===== src/wdr_map.svh =====
// register offsets, field positions, reset values and timing counts of the watchdog
`ifndef WDR_MAP_SVH
`define WDR_MAP_SVH

// register byte addresses on the 16-bit register port
`define WDR_OFF_SERVICE 16'hFFFF
`define WDR_OFF_CAUSE 16'h0001
`define WDR_OFF_STATUS 16'h0002
`define WDR_OFF_OPTION 16'h001F

// option word one fields
`define WDR_OPT_DISABLE_BIT 0
`define WDR_OPT_STOP_EN_BIT 1
`define WDR_OPT_RATE_BIT 2
`define WDR_OPT_RESET 8'h00

// reset cause fields
`define WDR_CAUSE_WDOG_BIT 1
`define WDR_CAUSE_ILLOP_BIT 3
`define WDR_CAUSE_RESET 8'h00

// timing in internal oscillator cycles
`define WDR_LONG_TIMEOUT 18'h3FFF0
`define WDR_SHORT_TIMEOUT 18'h01FF0
`define WDR_POR_TICKS 13'h1000
`define WDR_PULSE_TICKS 6'h20
`define WDR_PRESC_SVC_LSB 4

`endif


===== src/wdr_pkg.sv =====
// types shared by the watchdog design
package wdr_pkg;

  // one register port request
  typedef struct packed {
    logic [15:0] addr;
    logic [7:0] wdata;
    logic wr;
    logic rd;
  } wdr_bus_req_s;

  // option word one contents
  typedef struct packed {
    logic rate_sel;
    logic stop_en;
    logic wd_disable;
  } wdr_opt_s;

  // test-voltage and mode levels that can suspend the watchdog
  typedef struct packed {
    logic monitor_mode;
    logic break_active;
    logic irq_hv;
    logic rst_hv;
  } wdr_mode_s;

  // reset pulse sequencer
  typedef enum logic [1:0] {
    WDR_RS_IDLE = 2'b01,
    WDR_RS_PULSE = 2'b10
  } wdr_rst_e;

endpackage


===== src/wdr_top.sv =====
// watchdog counter with prescaler, service port, reset pulse and reset cause
`timescale 1ns/1ns
`include "wdr_map.svh"

// Behaviour
// - 6-bit counter fed by 12-bit prescaler carry
// - unserviced overflow raises system reset
// - rate bit picks short or long timeout
// - service write clears counter, prescaler bits 11..4
// - reset holds pin low 32 cycles, flags cause
// - service read returns vector low byte only
// - prescaler cleared 4096 cycles after power-up
// - internal reset clears prescaler and counter
// - reset vector fetch clears prescaler
// - disable bit level turns watchdog off
// - watchdog never requests a processor interrupt
// - monitor mode with test voltage disables
// - counting continues during wait mode
// - stop gates clock and clears prescaler
// - stop disabled: stop gives illegal-opcode reset
// - break with test voltage on reset disables
// - counters clocked by internal oscillator clock
module wdr_top
  import wdr_pkg::*;
#(
  parameter logic [17:0] LONG_TIMEOUT = `WDR_LONG_TIMEOUT,
  parameter logic [17:0] SHORT_TIMEOUT = `WDR_SHORT_TIMEOUT
) (
  // clock, reset, enable
  input wire logic clk_sys_in,
  input wire logic rst_b_in,
  input wire logic ce_in,
  // register port
  input wire wdr_bus_req_s bus_req_in,
  output logic [7:0] reg_rdata_out,
  // oscillator and system events
  input wire logic internal_osc_clock_in,
  input wire logic int_reset_in,
  input wire logic vec_fetch_in,
  input wire logic [7:0] reset_vector_lo_in,
  input wire logic stop_mode_in,
  input wire logic stop_exec_in,
  // mode and test-voltage levels from pins
  input wire wdr_mode_s mode_pins_in,
  // open-drain reset pin and reset requests
  output logic rst_pin_out,
  output logic rst_pin_oe_out,
  output logic wdog_reset_out,
  output logic illop_reset_out
);

  // address match shared by read and write decode
  function automatic logic hit(input logic [15:0] addr, input logic [15:0] off);
    hit = (addr == off);
  endfunction

  logic osc_s1_r;
  logic osc_s2_r;
  logic osc_s3_r;
  wdr_mode_s mode_s1_r;
  wdr_mode_s mode_s2_r;
  logic raw_tick;
  logic tick;
  logic [11:0] presc_r;
  logic [5:0] cnt_r;
  logic [12:0] por_cnt_r;
  logic por_done_r;
  logic por_clear;
  wdr_opt_s opt_r;
  logic [7:0] cause_r;
  logic [7:0] rdata_r;
  wdr_rst_e rs_state_r;
  wdr_rst_e rs_state_nxt;
  logic [5:0] pulse_cnt_r;
  logic illop_r;
  logic wd_off;
  logic svc_wr;
  logic svc_rd;
  logic [17:0] limit;
  logic ovf_evt;
  logic pulse_done;
  logic [17:0] total;

  // oscillator and pin levels pass two flip-flops first
  always_ff @(posedge clk_sys_in or negedge rst_b_in) begin
    if (!rst_b_in) begin
      osc_s1_r <= 1'b0;
      osc_s2_r <= 1'b0;
      osc_s3_r <= 1'b0;
      mode_s1_r <= '0;
      mode_s2_r <= '0;
    end else if (ce_in) begin
      osc_s1_r <= internal_osc_clock_in;
      osc_s2_r <= osc_s1_r;
      osc_s3_r <= osc_s2_r;
      mode_s1_r <= mode_pins_in;
      mode_s2_r <= mode_s1_r;
    end
  end

  // one tick per oscillator rising edge; stop gates it off
  assign raw_tick = ce_in & osc_s2_r & ~osc_s3_r;
  assign tick = raw_tick & ~stop_mode_in;

  // wait mode has no input: counting simply goes on

  // watchdog off by option bit, monitor or break test voltage
  always_comb begin
    wd_off = opt_r.wd_disable;
    if (mode_s2_r.monitor_mode && (mode_s2_r.irq_hv || mode_s2_r.rst_hv)) begin
      wd_off = 1'b1;
    end
    if (mode_s2_r.break_active && mode_s2_r.rst_hv) begin
      wd_off = 1'b1;
    end
  end

  // register port decode
  assign svc_wr = ce_in & bus_req_in.wr & hit(bus_req_in.addr, `WDR_OFF_SERVICE);
  assign svc_rd = ce_in & bus_req_in.rd & hit(bus_req_in.addr, `WDR_OFF_SERVICE);

  // timeout selection and overflow detection
  assign limit = opt_r.rate_sel ? SHORT_TIMEOUT : LONG_TIMEOUT;
  assign total = {cnt_r, presc_r};
  assign ovf_evt = tick & ~wd_off & ~svc_wr & ~int_reset_in
    & (rs_state_r == WDR_RS_IDLE) & (total == limit - 18'h00001);

  // power-up wait before the one-time prescaler clear
  always_ff @(posedge clk_sys_in or negedge rst_b_in) begin
    if (!rst_b_in) begin
      por_cnt_r <= 13'h0000;
      por_done_r <= 1'b0;
    end else if (ce_in && !por_done_r && raw_tick) begin
      por_cnt_r <= por_cnt_r + 13'h0001;
      if (por_cnt_r == `WDR_POR_TICKS - 13'h0001) begin
        por_done_r <= 1'b1;
      end
    end
  end
  assign por_clear = raw_tick & ~por_done_r & (por_cnt_r == `WDR_POR_TICKS - 13'h0001);

  // 12-bit prescaler owned by the system side
  always_ff @(posedge clk_sys_in or negedge rst_b_in) begin
    if (!rst_b_in) begin
      presc_r <= 12'h000;
    end else if (ce_in) begin
      if (int_reset_in || rs_state_r == WDR_RS_PULSE) begin
        presc_r <= 12'h000;
      end else if (stop_mode_in) begin
        presc_r <= 12'h000;
      end else if (vec_fetch_in) begin
        presc_r <= 12'h000;
      end else if (por_clear) begin
        presc_r <= 12'h000;
      end else if (svc_wr) begin
        presc_r <= {8'h00, presc_r[3:0]};
      end else if (tick) begin
        presc_r <= presc_r + 12'h001;
      end
    end
  end

  // 6-bit watchdog counter stepped by prescaler carry
  always_ff @(posedge clk_sys_in or negedge rst_b_in) begin
    if (!rst_b_in) begin
      cnt_r <= 6'h00;
    end else if (ce_in) begin
      if (int_reset_in || rs_state_r == WDR_RS_PULSE) begin
        cnt_r <= 6'h00;
      end else if (wd_off) begin
        cnt_r <= 6'h00;
      end else if (svc_wr) begin
        cnt_r <= 6'h00;
      end else if (tick && presc_r == 12'hFFF) begin
        cnt_r <= cnt_r + 6'h01;
      end
    end
  end

  // reset pulse sequencer next state
  assign pulse_done = tick & (pulse_cnt_r == `WDR_PULSE_TICKS - 6'h01);
  always_comb begin
    rs_state_nxt = rs_state_r;
    case (rs_state_r)
      WDR_RS_IDLE: begin
        if (ovf_evt) begin
          rs_state_nxt = WDR_RS_PULSE;
        end
      end
      WDR_RS_PULSE: begin
        if (pulse_done) begin
          rs_state_nxt = WDR_RS_IDLE;
        end
      end
      default: begin
        rs_state_nxt = WDR_RS_IDLE;
      end
    endcase
  end

  // reset pulse state and its oscillator-cycle length
  always_ff @(posedge clk_sys_in or negedge rst_b_in) begin
    if (!rst_b_in) begin
      rs_state_r <= WDR_RS_IDLE;
      pulse_cnt_r <= 6'h00;
    end else if (ce_in) begin
      rs_state_r <= rs_state_nxt;
      if (rs_state_r != WDR_RS_PULSE) begin
        pulse_cnt_r <= 6'h00;
      end else if (tick) begin
        pulse_cnt_r <= pulse_cnt_r + 6'h01;
      end
    end
  end

  // stop attempted while stop is disabled: illegal-opcode reset
  always_ff @(posedge clk_sys_in or negedge rst_b_in) begin
    if (!rst_b_in) begin
      illop_r <= 1'b0;
    end else if (ce_in) begin
      illop_r <= stop_exec_in & ~opt_r.stop_en;
    end
  end

  // option word one, written by software
  always_ff @(posedge clk_sys_in or negedge rst_b_in) begin
    if (!rst_b_in) begin
      opt_r <= wdr_opt_s'(3'(`WDR_OPT_RESET));
    end else if (ce_in && bus_req_in.wr && hit(bus_req_in.addr, `WDR_OFF_OPTION)) begin
      opt_r.wd_disable <= bus_req_in.wdata[`WDR_OPT_DISABLE_BIT];
      opt_r.stop_en <= bus_req_in.wdata[`WDR_OPT_STOP_EN_BIT];
      opt_r.rate_sel <= bus_req_in.wdata[`WDR_OPT_RATE_BIT];
    end
  end

  // reset cause flags: cleared by a read, a new event wins
  always_ff @(posedge clk_sys_in or negedge rst_b_in) begin
    if (!rst_b_in) begin
      cause_r <= `WDR_CAUSE_RESET;
    end else if (ce_in) begin
      if (bus_req_in.rd && hit(bus_req_in.addr, `WDR_OFF_CAUSE)) begin
        cause_r <= 8'h00;
      end
      if (ovf_evt) begin
        cause_r[`WDR_CAUSE_WDOG_BIT] <= 1'b1;
      end
      if (stop_exec_in && !opt_r.stop_en) begin
        cause_r[`WDR_CAUSE_ILLOP_BIT] <= 1'b1;
      end
    end
  end

  // read data, valid the cycle after the read strobe
  always_ff @(posedge clk_sys_in or negedge rst_b_in) begin
    if (!rst_b_in) begin
      rdata_r <= 8'h00;
    end else if (ce_in) begin
      if (svc_rd) begin
        rdata_r <= reset_vector_lo_in;
      end else if (bus_req_in.rd && hit(bus_req_in.addr, `WDR_OFF_CAUSE)) begin
        rdata_r <= cause_r;
      end else if (bus_req_in.rd && hit(bus_req_in.addr, `WDR_OFF_STATUS)) begin
        rdata_r <= {2'b00, cnt_r};
      end else if (bus_req_in.rd && hit(bus_req_in.addr, `WDR_OFF_OPTION)) begin
        rdata_r <= {5'b00000, opt_r.rate_sel, opt_r.stop_en, opt_r.wd_disable};
      end else begin
        rdata_r <= 8'h00;
      end
    end
  end

  // outputs; no interrupt request exists here
  assign reg_rdata_out = rdata_r;
  assign rst_pin_out = 1'b0;
  assign rst_pin_oe_out = rs_state_r[1];
  assign wdog_reset_out = rs_state_r[1];
  assign illop_reset_out = illop_r;
endmodule


===== config.mk =====
export PLATFORM = sky130hd
export DESIGN_NAME = wdr_top
export DESIGN_NICKNAME = d
export VERILOG_FILES = /design/src/wdr_pkg.sv /design/src/wdr_top.sv
export VERILOG_INCLUDE_DIRS = /design/src
export SDC_FILE = /design/constraint.sdc
export NUM_CORES = 1
export LEC_CHECK = 0
export ABC_AREA = 0
export BUFFER_PORTS_ARGS = -buffer_cell sky130_fd_sc_hd__buf_2
export CORE_UTILIZATION = 40
export CTS_CLUSTER_SIZE = 25
export DETAILED_ROUTE_END_ITERATION = 12
export SLEW_MARGIN = 40
export SYNTH_ARGS = -nofsm -noshare
export SYNTH_HDL_FRONTEND = slang
export SYNTH_SLANG_ARGS = --single-unit
export TNS_END_PERCENT = 20

===== constraint.sdc =====
create_clock -name clk_sys_in -period 5.1 [get_ports clk_sys_in]
set_input_delay 1.02 -clock clk_sys_in [delete_from_list [all_inputs] [get_ports clk_sys_in]]
set_output_delay 1.02 -clock clk_sys_in [all_outputs]
set_load 0.02 [all_outputs]

After elaboration in Yosys (flattened, before gate mapping)
Index checks and enable logic that the tools add are counted.
{"block": "word_totals", "in_bits": 46, "output_inout_bits": 12, "ff_bits": 65, "wordCells": 121}
{"block": "op_classes", "bitwise_logic": 23, "eq_ne": 14, "n_mux": 25, "n_reduce_logical": 29, "add_sub_neg": 5}
{"op": "two-way mux 12 bit", "n": 6}
{"op": "two-way mux 6 bit", "n": 8}
{"op": "equality test 18 bit", "n": 1}
{"op": "two-way mux 18 bit", "n": 1}
{"op": "subtractor 18 x 1 -> 18 bit (second input constant)", "n": 1}
{"op": "bitwise AND 1 bit", "n": 16}
{"op": "equality test 16 x 1 -> 1 bit (second input constant)", "n": 1}
{"op": "equality test 16 bit (second input constant)", "n": 1}
{"op": "equality test 16 x 2 -> 1 bit (second input constant)", "n": 1}
{"op": "equality test 16 x 5 -> 1 bit (second input constant)", "n": 1}
{"op": "adder 13 x 1 -> 13 bit (second input constant)", "n": 1}
{"op": "equality test 13 x 12 -> 1 bit (second input constant)", "n": 1}
{"op": "adder 12 x 1 -> 12 bit (second input constant)", "n": 1}
{"op": "adder 6 x 1 -> 6 bit (second input constant)", "n": 2}
{"op": "equality test 12 bit (second input constant)", "n": 1}
{"op": "AND reduction 2 bit", "n": 6}
{"op": "logical AND 1 bit", "n": 11}
{"op": "two-way mux 8 bit", "n": 1}
{"op": "inverter 1 bit", "n": 7}
{"op": "equality test 6 x 5 -> 1 bit (second input constant)", "n": 1}
{"op": "inequality test 2 bit (second input constant)", "n": 3}
{"op": "AND reduction 3 bit", "n": 2}
{"op": "nonzero test 2 bit", "n": 3}
{"op": "nonzero test 6 bit", "n": 1}
{"op": "12 further kinds", "n": 18}

Depth between registers and ports, before layout
Gate-level depths: netlist of the first run.
{"block": "logic_depth", "word_depth": 12, "ltp_mapped": 8, "mapped_depth_nobuf": 6}

Least setup slack after synthesis of the first run
OpenSTA, ideal clock, no wires.
{"block": "synth_path", "path_type": "input port to flip-flop", "startpoint": "in bus_req_in[19] in the netlist's numbering", "endpoint": "reg rdata_r[1] (netlist: reg_rdata_out[1])", "t_required_ns": 4.980, "t_arrival_ns": 2.199, "path_slack_ns": 2.782, "n_path_buf": 0, "setup_ns": 0.120, "stages": 5, "cell_sequence": "nand4_1 -> or4_4 -> nor3_4 -> a21oi_1 -> a31o_1"}
{"block": "synth_between", "elab_chain_len": 6, "elab_cells_between_ends": 12, "cone_classes": "4 x eq/ne; 4 x mux; 1 x bitwise; 3 x reduce/logical"}
{"item": "from (decl)", "line_no": "wdr_top.sv:34", "source": "input wire wdr_bus_req_s bus_req_in,"}
{"item": "equality test 16 x 5 -> 1 bit", "line_no": "wdr_top.sv:54", "source": "hit = (addr == off);"}
{"item": "logical AND 1 bit", "line_no": "wdr_top.sv:264", "source": "end else if (bus_req_in.rd && hit(bus_req_in.addr, `WDR_OFF_OPTION)) begin"}
{"item": "two-way mux 3 bit", "line_no": "wdr_top.sv:264"}
{"item": "two-way mux 6 bit", "line_no": "wdr_top.sv:262", "source": "end else if (bus_req_in.rd && hit(bus_req_in.addr, `WDR_OFF_STATUS)) begin"}
{"item": "two-way mux 6 bit", "line_no": "wdr_top.sv:260", "source": "end else if (bus_req_in.rd && hit(bus_req_in.addr, `WDR_OFF_CAUSE)) begin"}
{"item": "two-way mux 8 bit (*)", "line_no": "wdr_top.sv:258", "source": "if (svc_rd) begin"}
{"item": "to (signal assigned)", "line_no": "wdr_top.sv:259", "source": "rdata_r <= reset_vector_lo_in;"}
{"item": "to (signal assigned)", "line_no": "wdr_top.sv:261", "source": "rdata_r <= cause_r;"}
{"item": "to (signal assigned)", "line_no": "wdr_top.sv:263", "source": "rdata_r <= {2'b00, cnt_r};"}
{"item": "to (decl)", "line_no": "wdr_top.sv:71", "source": "logic [7:0] rdata_r;"}
Every way passes the cells marked *; elsewhere a longest branch is shown, timed or not.
A chain may end at the register's enable or synchronous reset.

Worst setup path after layout of the first run
{"block": "layout_path", "startpoint": "in ce_in", "endpoint": "reg presc_r[2]"}
{"block": "layout_between", "elab_chain_len": 8, "elab_cells_between_ends": 14, "cone_classes": "1 x eq/ne; 4 x mux; 7 x bitwise; 2 x reduce/logical"}
{"item": "from (decl)", "line_no": "wdr_top.sv:32", "source": "input wire logic ce_in,"}
{"item": "bitwise AND 1 bit (2 in series)", "line_no": "wdr_top.sv:102", "source": "assign raw_tick = ce_in & osc_s2_r & ~osc_s3_r;"}
{"item": "bitwise AND 1 bit (2 in series)", "line_no": "wdr_top.sv:140", "source": "assign por_clear = raw_tick & ~por_done_r & (por_cnt_r == `WDR_POR_TICKS - 13'h0001);"}
{"item": "two-way mux 12 bit", "line_no": "wdr_top.sv:153", "source": "end else if (por_clear) begin"}
{"item": "two-way mux 12 bit", "line_no": "wdr_top.sv:151", "source": "end else if (vec_fetch_in) begin"}
{"item": "two-way mux 12 bit", "line_no": "wdr_top.sv:149", "source": "end else if (stop_mode_in) begin"}
{"item": "two-way mux 12 bit", "line_no": "wdr_top.sv:147", "source": "if (int_reset_in || rs_state_r == WDR_RS_PULSE) begin"}
{"item": "to (signal assigned)", "line_no": "wdr_top.sv:156", "source": "presc_r <= {8'h00, presc_r[3:0]};"}
{"item": "to (signal assigned)", "line_no": "wdr_top.sv:158", "source": "presc_r <= presc_r + 12'h001;"}
{"item": "to (decl)", "line_no": "wdr_top.sv:64", "source": "logic [11:0] presc_r;"}
Several ways; a longest one is shown, not always the timed one.

==> results of run 1 <==
## how the worst max path moves through the flow
stage              startpoint               end  depth (start not counted)
3_5_place_dp            ce_in        presc_r[2]                          7
3_3_place_gp            ce_in        presc_r[1]                          6
5_1_grt                 ce_in        presc_r[2]                          7
6_report                ce_in        presc_r[2]                          7
4_1_cts                 ce_in        presc_r[2]                          7
2_1_floorplan  bus_req_in[19]  reg_rdata_out[1]                          5
## worst max-delay path: stages
cell	delay, ns
buf_2	0.26
buf_4	0.28
nand2_1	0.09
nor3_1	0.48
a21boi_2	0.32
and2_1	0.28
a32o_1	0.21
## per-layer routing
metal | GRT usage [%] | part of all wire, %
met5 | 0 | 0
met4 | 6.79 | 1.5
met2 | 27.5 | 45
met3 | 4.31 | 3.9
met1 | 26.2 | 50
## kinds of logic (layout without fill, tap and decap cells)
kind of cell             Yosys count  count (layout)
AND/OR/NAND/NOR                  166             166
flip-flops                        65              65
AO/OA/AOI/OAI                     50              50
XOR/XNOR                          20              20
buffers and inverters             18              76
multiplexers                      14              14
adder cells (fa/ha/maj)            4               4
other                              1               1
## cells in the final DEF, fill, tap and decap left out, types with 5 or more instances in the layout
cell / count
nand2_1: 40
nand3_1: 29
a21oi_1: 10
xnor2_1: 11
nor4_1: 5
nor3_1: 10
xor2_1: 9
nor2_1: 29
nand4_1: 17
and3_1: 7
dfrtp_1: 64
mux2_2: 14
clkbuf_8: 10
buf_2: 50
inv_1: 7
a22oi_1: 5
o21ai_0: 8
## where the power goes
| group | switching, mW | internal [mW] | leakage (nW) |
|---|---|---|---|
| clock | 0.211 | 0.240 | 0.0985 |
| combinational | 0.0606 | 0.0526 | 0.781 |
| sequential | 0.0300 | 0.549 | 0.864 |
## state kept, by name, indices dropped and copies added, names as in the netlist, 2 cells and up
| signal | cells |
|---|---|
| mode_s2_r | 4 |
| mode_s1_r | 4 |
| por_cnt_r | 13 |
| presc_r | 12 |
| reg_rdata_out | 8 |
| rs_state_r | 2 |
| opt_r | 3 |
| cnt_r | 6 |
| pulse_cnt_r | 6 |
| cause_r | 2 |
## stage by stage
step / instances / utilization [%] / setup WS (ns) / hold slack, ns
4_1_cts: 498 / 49.0 / 2.37 / 0.473
5_1_grt: 498 / 49.2 / 2.24 / 0.496
2_1_floorplan: 338 / - / 2.78 / 0.434
3_3_place_gp: 482 / 46.4 / 2.07 / 0.458
6_report: 498 / 49.2 / 2.39 / 0.468
3_5_place_dp: 482 / 46.4 / 2.02 / 0.460
## area by class of cell
class	count	share of cell area, %
Clock buffer	10	3.55
Clock inverter	6	1.74
Inverter	7	0.677
Multi-Input combinational cell	255	41.7
Sequential cell	65	42.0
Tap cell	102	3.29
Timing Repair Buffer	53	7.03
==> impl_metrics.json, run 1 <==
{
  "status": "completed",
  "power_density_mw_per_mm2": 295,
  "cts_buffer_depth": 2,
  "crit_path_end_kind": "flop",
  "maxSlewViolCount": 0,
  "synth.distinct_cells": 57,
  "cts_hold_buffers": 0,
  "hold_path_depth": 1,
  "synth_edf_count": 0,
  "antenna_found_initial": 0,
  "antenna_cells": 0,
  "ctsRootBufferMaster": "clkbuf_8",
  "synth_largest_area_cell": "dfrtp_1",
  "yosys_register_bits": 65,
  "synth_xor_area_share_pct": 5.25,
  "max-cap-violations": 0,
  "finalSetupTns_ns": 0,
  "dp_hpwl_um": 5310,
  "maxSlewHeadroom_pct": 53.4,
  "yosysTopAreaCellShare_pct": 48.0,
  "grt_start_max_net_pins": 41,
  "clkTransAtPathRegs_ns": 0.08,
  "grt-ovfl-total": 0,
  "cts_resized": 0,
  "crit_required_ns": 5.34,
  "synthArstFlopShare_pct": 100,
  "cts_setup_buffers": 0,
  "synth_compound_area_share_pct": 10.4,
  "period_share_pct": 53.2,
  "fp.dieH_um": 93.3,
  "finalPower_mw": 1.14,
  "firstDrtPassIters": 4,
  "setup_violations": 0,
  "die_w_um": 93.3,
  "synth_area_mm2": 0.00334,
  "wl_per_cell_um": 14.8,
  "yosysSeqAreaShare_pct": 48.8,
  "r2r_slack_ns": 3.03,
  "fin_crit_ns": 2.71,
  "core_mm2": 0.00789,
  "nets": 441,
  "fillers": 740,
  "syn_avg_cell_area_um2": 9.87,
  "reg2regPathDepth": 5,
  "clk_latency_ns": 0.35,
  "synth_fa_ha_area_share_pct": 1.50,
  "synthMuxAreaShare_pct": 4.73,
  "grt_setup_unrepaired": "no",
  "io_buffers": 51,
  "finalClockSkew_ns": 0.00785,
  "cts_tree": "built",
  "whs_endpoint": "por_cnt_r[9]",
  "grtUsageTotal_pct": 18.5,
  "fmax_mhz": 369,
  "synth_top_cells_by_area": "dfrtp_1 48%, mux2_2 4.7%, nand2_1 4.5%, nand3_1 4.4%, nor2_1 3.3%",
  "worst_ep_arrival_time_ns": 2.96,
  "critPathLaunchType": "input pin",
  "crit_type": "input pin to flop",
  "drive_above_1_share_pct": 23.7,
  "vias_per_cell": 5.40,
  "peakVddDrop_mv": 0.226,
  "cts.sinks": 65,
  "grt_pass1_wl_um": 12300,
  "synth.most_common_cell": "dfrtp_1",
  "die_area_mm2": 0.00871,
  "synthCells": 338,
  "start_util_pct": 42.3,
  "synth_common_cells": "64 x dfrtp_1, 40 x nand2_1, 29 x nand3_1, 29 x nor2_1, 17 x nand4_1",
  "tightest_slew_ns": 0.696,
  "grt_pass1_vias": 2581,
  "timing.rr.end": "presc_r[1]",
  "cts_made_buffers": 9,
  "fin_area_mm2": 0.00388,
  "htree_levels": 3,
  "multiInputGateArea_mm2": 0.00162,
  "wl_um": 7380,
  "rows": 32,
  "path_max_fanout": 15,
  "drc": 0,
  "dpl_cell_area_mm2": 0.00366,
  "holdCritPathClass": "flop to flop",
  "yosysWarnings": 0,
  "synth_nets": 388,
  "ant_nets": 0,
  "place_congestion": 0.876,
  "regArea_mm2": 0.00163,
  "leakagePower_nw": 1.74,
  "vias": 2689,
  "rr_startpoint": "por_done_r",
  "ioPinCount": 58,
  "synth_flop_cell": "dfrtp_1",
  "area_growth_pct": 16.3,
  "min_from": "por_cnt_r[9]",
  "synth-simple-area-share_pct": 26.3,
  "synth_top_family_by_area": "simple AND/OR/NAND/NOR gates",
  "drt_iter0_markers": 113,
  "finalHoldViolations": 0
}
Power figures use the tool's default switching activity.
==> run 2, diff against run 1 <==
==> constraint.sdc (replaced) <==
create_clock -name clk_sys_in -period 2.4 [get_ports clk_sys_in]
set_input_delay 0.48 -clock clk_sys_in [delete_from_list [all_inputs] [get_ports clk_sys_in]]
set_output_delay 0.48 -clock clk_sys_in [all_outputs]
set_load 0.02 [all_outputs]
==> run 2 against run 1 <==
Cell count rose by 1.6%. Sequential share of layout area fell by 0.60 points. Count of clock-buffer cells in the layout shrank 1. Highest routed layer unchanged.
==> impl_metrics.json, run 2 (synthesis gave the netlist of run 1 again) <==
{
  "drive_above_1_share_pct": 25.2,
  "tightest_slew_ns": 0.589,
  "status": "completed",
  "rows": 32,
  "fmax_mhz": 517,
  "placed_cells": 490,
  "crit_type": "flop to flop",
  "r2r_slack_ns": 0.46,
  "wl_met2_um": 3220,
  "vias_per_cell": 5.44,
  "die_area_mm2": 0.00871,
  "grt_start_max_net_pins": 44,
  "finalHoldViolations": 0,
  "crit_path_end_kind": "flop",
  "max-cap-violations": 0,
  "drc": 0,
  "cts_buffer_depth": 2,
  "dp_hpwl_um": 5440,
  "die_w_um": 93.3,
  "start_util_pct": 42.3,
  "cts_hold_buffers": 0,
  "cts_tree": "built",
  "wl_met1_um": 3770,
  "largest_register_ffs": 13,
  "path_cells": "and4bb_4 > and4_1 > a31oi_2 > buf_4 > o211ai_1 > nor2_1",
  "ioPinCount": 58,
  "fillers": 752,
  "final_common_cell": "dfrtp_1",
  "ctsRootBufferMaster": "clkbuf_8",
  "drt_iter0_markers": 189,
  "finalPower_mw": 2.43,
  "grt_pass1_vias": 2704,
  "ant_nets": 0,
  "wl_um": 7400,
  "finalSetupTns_ns": 0,
  "top_register": "por_cnt_r",
  "path_max_fanout": 14,
  "critPathLaunchType": "flop",
  "wl_met3_um": 289,
  "io_buffers": 51,
  "fin_crit_ns": 1.94,
  "firstDrtPassIters": 4,
  "antenna_found_initial": 0,
  "grt-ovfl-total": 0,
  "cpPeakStageDelay_ns": 0.40,
  "htree_levels": 3,
  "grt_pass1_wl_um": 12600,
  "grtUsageTotal_pct": 18.7,
  "finish.utilization_pct": 49.9,
  "mostFrequentLayoutCells": "64 x dfrtp_1, 51 x buf_2, 40 x nand2_1, 29 x nor2_1, 29 x nand3_1",
  "cts_made_buffers": 9,
  "wl_per_cell_um": 14.6,
  "highest_layer": "met4",
  "nets": 449,
  "cts_resized": 0,
  "hold_ws_ns": 0.122,
  "finalClockSkew_ns": 0.00877,
  "place_congestion": 0.863,
  "setup_violations": 0,
  "maxSlewHeadroom_pct": 59.7,
  "cts.sinks": 65,
  "holdCritPathClass": "input pin to asynchronous set/reset pin",
  "peakVddDrop_mv": 0.449,
  "core_mm2": 0.00789,
  "vias": 2754,
  "crit_required_ns": 2.64,
  "worst_ep_arrival_time_ns": 2.17,
  "power_density_mw_per_mm2": 617,
  "antenna_cells": 0,
  "cp_slowest_cell": "dfrtp_1",
  "leakagePower_nw": 1.79,
  "clk_latency_ns": 0.35,
  "cts_setup_buffers": 0,
  "fp.dieH_um": 93.3,
  "maxSlewViolCount": 0,
  "period_share_pct": 80.6,
  "stdcell_count": 506,
  "clkTransAtPathRegs_ns": 0.08,
  "grt_setup_unrepaired": "no",
  "area_growth_pct": 18.0
}
## run 2: path summary, 6_finish.rpt
path,startpoint,end,depth (start not counted)
setup / recovery,por_done_r,presc_r[10],6
min in group clk_sys_in,bus_req_in[3],opt_r[1],3
max in group asynchronous,rst_b_in,por_cnt_r[3],2
setup reg to reg,por_done_r,presc_r[10],6
hold reg to reg,por_cnt_r[7],por_cnt_r[7],1
hold / removal,rst_b_in,reg_rdata_out[4],1
## run 2: per-stage QoR
step / worst slack (ns) / cell area, um^2
floorplan: 0.622 / 3340
global placement: 0.275 / 3730
detailed placement: 0.273 / 3730
finish: 0.465 / 3940
global route: 0.337 / 3940
CTS: 0.449 / 3940
## run 2: critical path, delay by kind of cell (launching register included)
kind / cells / cell delay (ns)
simple gates: 3 / 0.81
flops: 1 / 0.40
compound gates: 2 / 0.38
buf+inv: 1 / 0.24
## run 2: power breakdown
part	internal, mW	switching [mW]	total [mW]
logic	0.121	0.130	0.250
registers	1.17	0.0651	1.23
clock network	0.488	0.456	0.944
total	1.78	0.651	2.43
## run 2: final cells by class
cell class | instances | area (um^2) | share of cell area [%]
Timing Repair Buffer | 61 | 343 | 8.71
Multi-Input combinational cell | 255 | 1610 | 40.9
Clock buffer | 9 | 124 | 3.15
Sequential cell | 65 | 1630 | 41.4
Clock inverter | 7 | 77.6 | 1.97
Inverter | 7 | 26.3 | 0.668
Tap cell | 102 | 128 | 3.24
## run 2: metal layers
layer	vias up	global-route usage, %
met5	-	0
met3	12	4.96
met1	1329	25.7
met2	53	28.7
li1	1360	-
met4	0	6.15
